File: src/flash_mode_regs.svh
// constants for the flash command-mode control block
`ifndef FLASH_MODE_REGS_SVH
`define FLASH_MODE_REGS_SVH
`define OP_DUAL_IO_READ   8'hBB
`define OP_QUAD_IO_READ   8'hEB
`define OP_CONT_EXIT      8'hFF
`define OP_QPI_ENTER      8'h38
`define OP_NOP            8'h00
`define OP_RESET_ARM      8'h66
`define OP_RESET_GO       8'h99
`define OP_SET_WRAP       8'h77
`define CONT_FIELD_HI     5
`define CONT_FIELD_LO     4
`define CONT_FIELD_KEEP   2'h2
`define WRAP_LEN_CODE     8'h64
`define WRAP_OPCODE_CODE  8'h77
`define PARAM_WORD        32'h6477F99E
`define REG_CTRL          8'h00
`define REG_STATUS        8'h04
`define REG_MODE_BYTE     8'h08
`define REG_PARAM         8'h0C
`define REG_LAST_OP       8'h10
`define POWER_UP_WAIT_US  300
`define CLK_MHZ           20
`endif

File: src/flash_mode_pkg.sv
// types for the flash command-mode control block
package flash_mode_pkg;
  typedef enum logic [2:0] {
    ST_IDLE  = 3'b000,
    ST_OP    = 3'b001,
    ST_ADDR  = 3'b011,
    ST_MODE  = 3'b010,
    ST_SKIP  = 3'b110
  } link_state_t;
endpackage

File: src/flash_mode_and_reset_control.sv
// command-mode control of a multi-i/o serial flash: continuous read, qpi, nop, soft reset
// Summary of operation
// - capture mode byte of dual/quad io reads
// - field 10 skips next opcode phase
// - other field values exit continuous read
// - other mode byte bits are ignored
// - no opcode decode during continuous read
// - exit command clears continuous read and qpi
// - qpi enter command switches when quad set
// - qpi enter ignored while quad bit clear
// - disable command in qpi leaves qpi
// - clearing quad bit leaves qpi
// - disable command also ends continuous read
// - nop only cancels pending reset arm
// - nop ignores io lines three to one in serial mode
// - reset only directly after reset arm
// - soft reset restores power-on defaults, except the last opcode register and the power-up counter
// - other command after arm cancels it
// - soft reset aborts program or erase
// - parameter table advertises wrap read support
`timescale 1ns/1ps
`include "flash_mode_regs.svh"
module flash_mode_and_reset_control #(
  parameter int ADDR_CLOCKS_DUAL = 12,
  parameter int ADDR_CLOCKS_QUAD = 6
) (
  // clock and reset
  input  wire logic        aclk,
  input  wire logic        aresetn,
  // axi4-lite slave
  input  wire logic [7:0]  s_axi_awaddr,
  input  wire logic        s_axi_awvalid,
  output logic             s_axi_awready,
  input  wire logic [31:0] s_axi_wdata,
  input  wire logic [3:0]  s_axi_wstrb,
  input  wire logic        s_axi_wvalid,
  output logic             s_axi_wready,
  output logic [1:0]       s_axi_bresp,
  output logic             s_axi_bvalid,
  input  wire logic        s_axi_bready,
  input  wire logic [7:0]  s_axi_araddr,
  input  wire logic        s_axi_arvalid,
  output logic             s_axi_arready,
  output logic [31:0]      s_axi_rdata,
  output logic [1:0]       s_axi_rresp,
  output logic             s_axi_rvalid,
  input  wire logic        s_axi_rready,
  // flash link pins
  input  wire logic        cs_n,
  input  wire logic        sclk,
  input  wire logic [3:0]  io_in,
  // device state
  input  wire logic        busy_program,
  output logic             soft_reset_pulse,
  output logic             abort_pulse,
  output logic             cont_read_active,
  output logic             qpi_active,
  output logic             reset_armed
);
  localparam int POWER_UP_CYCLES = `POWER_UP_WAIT_US * `CLK_MHZ;
  // link sampling
  logic [1:0] cs_sync_r, sclk_sync_r;
  logic [3:0] io_s1_r, io_s2_r;
  logic       sclk_d_r, cs_d_r;
  always_ff @(posedge aclk) begin
    if (!aresetn) begin
      cs_sync_r   <= 2'h3;
      sclk_sync_r <= 2'h0;
      io_s1_r     <= 4'h0;
      io_s2_r     <= 4'h0;
      sclk_d_r    <= 1'b0;
      cs_d_r      <= 1'b1;
    end else begin
      cs_sync_r   <= {cs_sync_r[0], cs_n};
      sclk_sync_r <= {sclk_sync_r[0], sclk};
      io_s1_r     <= io_in;
      io_s2_r     <= io_s1_r;
      sclk_d_r    <= sclk_sync_r[1];
      cs_d_r      <= cs_sync_r[1];
    end
  end
  wire cs_low    = ~cs_sync_r[1];
  wire frame_end = cs_sync_r[1] & ~cs_d_r;
  wire sclk_rise = sclk_sync_r[1] & ~sclk_d_r;
  // software-visible control
  logic        quad_enable_bit_r;
  logic [7:0]  read_mode_byte_r;
  logic [7:0]  last_op_r;
  logic [15:0] power_cnt_r;
  // link decode
  flash_mode_pkg::link_state_t st_r;
  logic [7:0] shift_r;
  logic [3:0] bitcnt_r;
  logic       quad_read_r;
  logic       cmd_done;
  logic [7:0] cmd_op;
  function automatic logic [7:0] shift_in(input logic [7:0] v, input logic [3:0] io,
                                          input logic [2:0] width);
    if (width == 3'd4)
      shift_in = {v[3:0], io};
    else if (width == 3'd2)
      shift_in = {v[5:0], io[1:0]};
    else
      shift_in = {v[6:0], io[0]};
  endfunction
  logic [2:0] op_width;
  logic [2:0] data_width;
  always_comb begin
    op_width   = qpi_active ? 3'd4 : 3'd1;
    data_width = (quad_read_r || qpi_active) ? 3'd4 : 3'd2;
  end
  wire [7:0] op_shift  = shift_in(shift_r, io_s2_r, op_width);
  wire [7:0] dat_shift = shift_in(shift_r, io_s2_r, data_width);
  wire [3:0] op_clocks = qpi_active ? 4'd2 : 4'd8;
  wire [3:0] addr_clocks = quad_read_r ? 4'(ADDR_CLOCKS_QUAD) : 4'(ADDR_CLOCKS_DUAL);
  wire [3:0] mode_clocks = data_width == 3'd4 ? 4'd2 : 4'd4;
  wire powered = (power_cnt_r == 16'(POWER_UP_CYCLES));
  always_comb begin
    cmd_done = 1'b0;
    cmd_op   = op_shift;
    if (st_r == flash_mode_pkg::ST_OP && sclk_rise && cs_low && bitcnt_r == op_clocks - 4'd1)
      cmd_done = 1'b1;
  end
  // the nop opcode checks only io0 in serial mode; io3..1 are synchronised but never shifted in there
  wire is_read = (cmd_op == `OP_DUAL_IO_READ) || (cmd_op == `OP_QUAD_IO_READ);
  always_ff @(posedge aclk) begin
    if (!aresetn || soft_reset_pulse) begin
      st_r        <= flash_mode_pkg::ST_IDLE;
      shift_r     <= 8'h00;
      bitcnt_r    <= 4'h0;
      quad_read_r <= 1'b0;
    end else if (frame_end) begin
      st_r     <= flash_mode_pkg::ST_IDLE;
      bitcnt_r <= 4'h0;
    end else if (st_r == flash_mode_pkg::ST_IDLE && cs_low) begin
      // continuous read starts straight at the address
      st_r     <= cont_read_active ? flash_mode_pkg::ST_ADDR : flash_mode_pkg::ST_OP;
      bitcnt_r <= 4'h0;
    end else if (sclk_rise && cs_low) begin
      unique case (st_r)
        flash_mode_pkg::ST_OP: begin
          shift_r  <= op_shift;
          bitcnt_r <= bitcnt_r + 4'd1;
          if (cmd_done) begin
            bitcnt_r <= 4'h0;
            if (is_read && powered) begin
              st_r        <= flash_mode_pkg::ST_ADDR;
              quad_read_r <= (cmd_op == `OP_QUAD_IO_READ);
            end else begin
              st_r <= flash_mode_pkg::ST_SKIP;
            end
          end
        end
        flash_mode_pkg::ST_ADDR: begin
          bitcnt_r <= bitcnt_r + 4'd1;
          if (bitcnt_r == addr_clocks - 4'd1) begin
            st_r     <= flash_mode_pkg::ST_MODE;
            bitcnt_r <= 4'h0;
          end
        end
        flash_mode_pkg::ST_MODE: begin
          shift_r  <= dat_shift;
          bitcnt_r <= bitcnt_r + 4'd1;
          if (bitcnt_r == mode_clocks - 4'd1)
            st_r <= flash_mode_pkg::ST_SKIP;
        end
        flash_mode_pkg::ST_SKIP: begin
          bitcnt_r <= 4'h0;
        end
        default: begin
          st_r <= flash_mode_pkg::ST_IDLE;
        end
      endcase
    end
  end
  wire mode_done = (st_r == flash_mode_pkg::ST_MODE) && sclk_rise && cs_low &&
                   (bitcnt_r == mode_clocks - 4'd1);
  wire op_taken  = cmd_done && powered;
  // arm holds only across the very next command
  wire go_reset  = op_taken && cmd_op == `OP_RESET_GO && reset_armed;
  // mode state
  always_ff @(posedge aclk) begin
    if (!aresetn || soft_reset_pulse) begin
      cont_read_active <= 1'b0;
      read_mode_byte_r <= 8'h00;
    end else if (mode_done) begin
      read_mode_byte_r <= dat_shift;
      // only the continuation field matters
      cont_read_active <= dat_shift[`CONT_FIELD_HI:`CONT_FIELD_LO] == `CONT_FIELD_KEEP;
    end else if (op_taken && cmd_op == `OP_CONT_EXIT) begin
      cont_read_active <= 1'b0;
    end
  end
  always_ff @(posedge aclk) begin
    if (!aresetn || soft_reset_pulse) begin
      qpi_active <= 1'b0;
    end else if (!quad_enable_bit_r) begin
      qpi_active <= 1'b0;
    end else if (op_taken && cmd_op == `OP_CONT_EXIT) begin
      qpi_active <= 1'b0;
    end else if (op_taken && cmd_op == `OP_QPI_ENTER) begin
      qpi_active <= 1'b1;
    end
  end
  always_ff @(posedge aclk) begin
    if (!aresetn || soft_reset_pulse) begin
      reset_armed <= 1'b0;
    end else if (op_taken) begin
      // nop and any other opcode drop the arm
      reset_armed <= (cmd_op == `OP_RESET_ARM);
    end
  end
  always_ff @(posedge aclk) begin
    if (!aresetn) begin
      soft_reset_pulse <= 1'b0;
      abort_pulse      <= 1'b0;
    end else begin
      soft_reset_pulse <= go_reset;
      abort_pulse      <= go_reset && busy_program;
    end
  end
  always_ff @(posedge aclk) begin
    if (!aresetn) begin
      last_op_r <= 8'h00;
    end else if (op_taken) begin
      last_op_r <= cmd_op;
    end
  end
  // opcodes before the wait are dropped, guarding against a host that ignores it
  always_ff @(posedge aclk) begin
    if (!aresetn) begin
      power_cnt_r <= 16'h0000;
    end else if (!powered) begin
      power_cnt_r <= power_cnt_r + 16'h0001;
    end
  end
  // axi4-lite write
  logic        aw_got_r, w_got_r;
  logic [7:0]  aw_addr_r;
  logic [31:0] w_data_r;
  logic [3:0]  w_strb_r;
  wire wr_go = aw_got_r && w_got_r && !s_axi_bvalid;
  always_ff @(posedge aclk) begin
    if (!aresetn) begin
      aw_got_r      <= 1'b0;
      w_got_r       <= 1'b0;
      aw_addr_r     <= 8'h00;
      w_data_r      <= 32'h0000_0000;
      w_strb_r      <= 4'h0;
      s_axi_awready <= 1'b0;
      s_axi_wready  <= 1'b0;
      s_axi_bvalid  <= 1'b0;
      s_axi_bresp   <= 2'h0;
    end else begin
      s_axi_awready <= !aw_got_r && !s_axi_awready && !s_axi_bvalid;
      s_axi_wready  <= !w_got_r && !s_axi_wready && !s_axi_bvalid;
      if (s_axi_awvalid && s_axi_awready) begin
        aw_got_r  <= 1'b1;
        aw_addr_r <= s_axi_awaddr;
        s_axi_awready <= 1'b0;
      end
      if (s_axi_wvalid && s_axi_wready) begin
        w_got_r  <= 1'b1;
        w_data_r <= s_axi_wdata;
        w_strb_r <= s_axi_wstrb;
        s_axi_wready <= 1'b0;
      end
      if (wr_go) begin
        aw_got_r     <= 1'b0;
        w_got_r      <= 1'b0;
        s_axi_bvalid <= 1'b1;
        s_axi_bresp  <= (aw_addr_r == `REG_CTRL) ? 2'h0 : 2'h2;
      end else if (s_axi_bvalid && s_axi_bready) begin
        s_axi_bvalid <= 1'b0;
      end
    end
  end
  always_ff @(posedge aclk) begin
    if (!aresetn || soft_reset_pulse) begin
      quad_enable_bit_r <= 1'b0;
    end else if (wr_go && aw_addr_r == `REG_CTRL && w_strb_r[0]) begin
      quad_enable_bit_r <= w_data_r[0];
    end
  end
  // axi4-lite read
  function automatic logic [31:0] read_mux(input logic [7:0] a);
    unique case (a)
      `REG_CTRL:      read_mux = {31'h0, quad_enable_bit_r};
      `REG_STATUS:    read_mux = {28'h0, reset_armed, qpi_active, cont_read_active, powered};
      `REG_MODE_BYTE: read_mux = {24'h0, read_mode_byte_r};
      `REG_PARAM:     read_mux = `PARAM_WORD;
      `REG_LAST_OP:   read_mux = {24'h0, last_op_r};
      default:        read_mux = 32'h0000_0000;
    endcase
  endfunction
  wire rd_ok = (s_axi_araddr == `REG_CTRL) || (s_axi_araddr == `REG_STATUS) ||
               (s_axi_araddr == `REG_MODE_BYTE) || (s_axi_araddr == `REG_PARAM) ||
               (s_axi_araddr == `REG_LAST_OP);
  always_ff @(posedge aclk) begin
    if (!aresetn) begin
      s_axi_arready <= 1'b0;
      s_axi_rvalid  <= 1'b0;
      s_axi_rdata   <= 32'h0000_0000;
      s_axi_rresp   <= 2'h0;
    end else begin
      s_axi_arready <= !s_axi_arready && !s_axi_rvalid;
      if (s_axi_arvalid && s_axi_arready) begin
        s_axi_arready <= 1'b0;
        s_axi_rvalid  <= 1'b1;
        s_axi_rdata   <= read_mux(s_axi_araddr);
        s_axi_rresp   <= rd_ok ? 2'h0 : 2'h2;
      end else if (s_axi_rvalid && s_axi_rready) begin
        s_axi_rvalid <= 1'b0;
      end
    end
  end
endmodule

File: config.mk
export PLATFORM = sky130hd
export DESIGN_NAME = flash_mode_and_reset_control
export DESIGN_NICKNAME = d
export VERILOG_FILES = /design/src/flash_mode_pkg.sv /design/src/flash_mode_and_reset_control.sv
export VERILOG_INCLUDE_DIRS = /design/src
export SDC_FILE = /design/constraint.sdc
export NUM_CORES = 1
export LEC_CHECK = 0
export ABC_CLOCK_PERIOD_IN_PS = 5800
export BUFFER_PORTS_ARGS = -buffer_cell sky130_fd_sc_hd__buf_2
export CORE_MARGIN = 8
export CORE_UTILIZATION = 58
export DETAILED_ROUTE_END_ITERATION = 8
export PLACE_DENSITY = 0.86
export SLEW_MARGIN = 20
export SYNTH_ARGS = -nofsm -noshare
export SYNTH_HDL_FRONTEND = slang
export SYNTH_SLANG_ARGS = --single-unit
File: constraint.sdc
create_clock -name aclk -period 5.8 [get_ports aclk]
set_input_delay 0.29 -clock aclk [delete_from_list [all_inputs] [get_ports aclk]]
set_output_delay 0.29 -clock aclk [all_outputs]
set_load 0.02 [all_outputs]
==> reports/qor.yml <==
p_seq_share_pct: 54.4
wl_per_cell_um: 15.6
ys_async_sr_fraction_pct: 0
switching_share_pct: 24.7
critical_path_buf_inv_count: 1
end_kind: "flop"
synth.top_cell.area_share_pct: 41.3
dr_total_vias: 4073
drv_slew: 0
max_cap_violations: 0
core_area_um2: 7690
avgSynthCellArea_um2: 8.53
p_sw_w: 0.000310
final_util_pct: 65.8
clockPowerShare_pct: 39.2
dp_hpwl_um: 7690
critPathMaxStageDelay_ps: 740
crit_arrival_ps: 2700
die_area_um2: 11000
synthFlopType: "dfxtp_1"
cts_buffer_depth: 2
syn_area_um2: 4600
start_util_pct: 59.8
n_antenna_cell: 0
hold_violations: 0
required_ps: 6040
crit_chain: "inv_1, ha_1, nor4b_4, nand4_4, or4_1, o31ai_1, a211oi_1"
rrSetupSlack_ps: 3340
ys_ff_latch: 95
port_buffers: 66
cts_sinks: 95
p_comb_share_pct: 6.5
drt_pre_antenna_iters: 6
drtIter0Drc: 260
min_period_over_period_pct: 42.4
finClkSkew_ps: 8.61
crit_path_start_kind: "flop"
htree_levels: 3
drive_gt1_share_pct: 17.4
cts_tree: "yes"
cts_setup_buffers: 0
relSlewSlack_pct: 47.6
rows: 32
netlist_top_cells_area: "dfxtp_1 41%, nand2_1 4.4%, nor2_1 4.4%"
layout.nets: 645
synth_cell_types: 62
cts_resized: 0
crit_type: "reg -> reg"
crit_slowest_cell: "or4_1"
ir_drop_v: 0.000180
grt_max_degree: 36
clkTransAtPathRegs_ps: 100
drt.antenna.violating_nets: 0
clockRootBuffer: "clkbuf_8"
grt_pass1_wl_um: 18200
internal_power_w: 0.000944
grt_pass1_vias: 3970
die_h_um: 105
viasPerCell: 5.96
syn_to_final_growth_pct: 9.93
worstSkewPairLatency_ps: 360
die_w_um: 105
critical_path.top_delay_family: "simple AND/OR/NAND/NOR gates"
fmax_mhz: 407
antenna_found_initial: 0
cellPowerDensity_nw_per_um2: 248
io_pins: 112
area.sequential_um2: 1900
overflow: 0
period_needed_ps: 2460
multi_input_area_um2: 2390
tightest_slew_ps: 786
totalWireLength_um: 10600
critPathMaxFanout: 9
rsz0062_at_grt: "no"
leakage_nw: 1.88
numCtsBuffers: 9
status: "finished clean"
synth_area_leader_cell: "dfxtp_1"
syn_inst: 539
finalSetupViolCount: 0
fill_cells: 613
gp_congestion: 0.868
drc: 0
ys.warnings.count: 0
tns_ps: 0
synth_edf_count: 0
hold_class: "in -> reg"
cts_hold_buf: 0
seq_area_frac_synth_pct: 41.3
grt.total_usage_pct: 19.4
## metrics by stage
step                      power, W  instance area, um2  hold WS, ps  instances  setup WS, ps
after floorplan           0.000755                4640          386        549          3540
after global placement    0.000772                4820          394        667          3410
after detailed placement  0.000777                4820          408        667          3360
after CTS                  0.00126                5050         88.3        683          3330
after global routing       0.00130                5060         89.0        683          3220
final                      0.00125                5060          100        683          3340
## state kept, by name, summed over array words and instances, names as in the netlist, 2 cells and up
| signal | flops |
|---|---|
| read_mode_byte_r | 8 |
| cs_sync_r | 2 |
| sclk_sync_r | 2 |
| st_r | 3 |
| s_axi_rdata | 9 |
| shift_r | 7 |
| io_s2_r | 4 |
| aw_addr_r | 8 |
| io_s1_r | 4 |
| power_cnt_r | 16 |
| bitcnt_r | 4 |
| last_op_r | 8 |
## worst register-to-register path, stage by stage (launching register included)
cell,delay [ps]
dfxtp_1,370
inv_1,80
ha_1,150
nor4b_4,240
nand4_4,240
or4_1,750
o31ai_1,410
a211oi_1,100
## metal layers
metal,wire [um],up-vias,global-route usage [%]
li1,-,1950,-
met1,4590,1921,22.6
met2,4990,179,31.9
met3,865,23,6.51
met4,195,0,8.05
met5,0,-,0
## path summary, 6_finish.rpt
path | start | to | depth (start not counted)
worst min register to register | cs_sync_r[0] | cs_sync_r[1] | 1
worst max register to register | power_cnt_r[0] | qpi_active | 7
worst max-delay path | power_cnt_r[0] | qpi_active | 7
worst min-delay path | cs_n | cs_sync_r[0] | 2
## cells in the final DEF, fill, tap and decap left out, types with 5 or more instances in the layout
| master | n |
|---|---|
| a211oi_1 | 11 |
| conb_1 | 11 |
| xor2_1 | 7 |
| nor3_1 | 12 |
| buf_2 | 66 |
| o221ai_1 | 6 |
| nor4_1 | 5 |
| nand3_1 | 23 |
| or4_1 | 6 |
| a311oi_1 | 5 |
| nor3b_1 | 5 |
| mux2i_1 | 16 |
| dfxtp_1 | 95 |
| a21oi_1 | 40 |
| xnor2_1 | 10 |
| o21ai_0 | 17 |
| inv_1 | 12 |
| o22a_1 | 5 |
| nor2_1 | 54 |
| clkbuf_8 | 9 |
| a22oi_1 | 5 |
| nand2_1 | 54 |
| a22o_1 | 5 |
| nand2b_1 | 14 |
| and2_1 | 14 |
## cells by family (layout without fill, tap and decap cells)
| kind of cell | after synthesis | count (layout) | share of synthesized area [%] |
|---|---|---|---|
| AOI/OAI and AO/OA | 114 | 114 | 16.5 |
| xor gates and xnor gates | 17 | 17 | 3.24 |
| adders and majority gates | 3 | 3 | 0.816 |
| buffers and inverters | 67 | 99 | 7.62 |
| DFF | 95 | 95 | 41.3 |
| muxes | 18 | 18 | 3.97 |
| other | 1 | 11 | 0.0815 |
| and+or+nand+nor | 224 | 224 | 26.5 |
## area by class of cell
cell class	instances	area share (%)
multi-input combinational	387	47.3
sequential	95	37.6
timing repair buffer	70	7.13
tap	102	2.52
clock buffer	9	2.45
clock inverter	7	2.05
inverter	13	0.965
## synthesized netlist by cell type (6+ instances only)
master    count
dfxtp_1      95
nand2_1      54
nor2_1       54
a21oi_1      40
buf_4        25
clkbuf_1     24
nand3_1      23
o21ai_0      17
mux2i_1      16
and2_1       14
nand2b_1     14
inv_1        12
nor3_1       12
a211oi_1     11
xnor2_1      10
xor2_1        7
nor3b_1       6
o221ai_1      6
or4_1         6
## power by group through the flow
stage	clock (W)	sequential [W]	combinational [W]
after floorplan	0	0.000694	0.0000608
after global placement	0	0.000695	0.0000770
after global routing	0.000522	0.000685	0.0000904
final	0.000491	0.000682	0.0000812
after CTS	0.000498	0.000681	0.0000806
after detailed placement	0	0.000696	0.0000803
(Power assumes the default switching activity.)
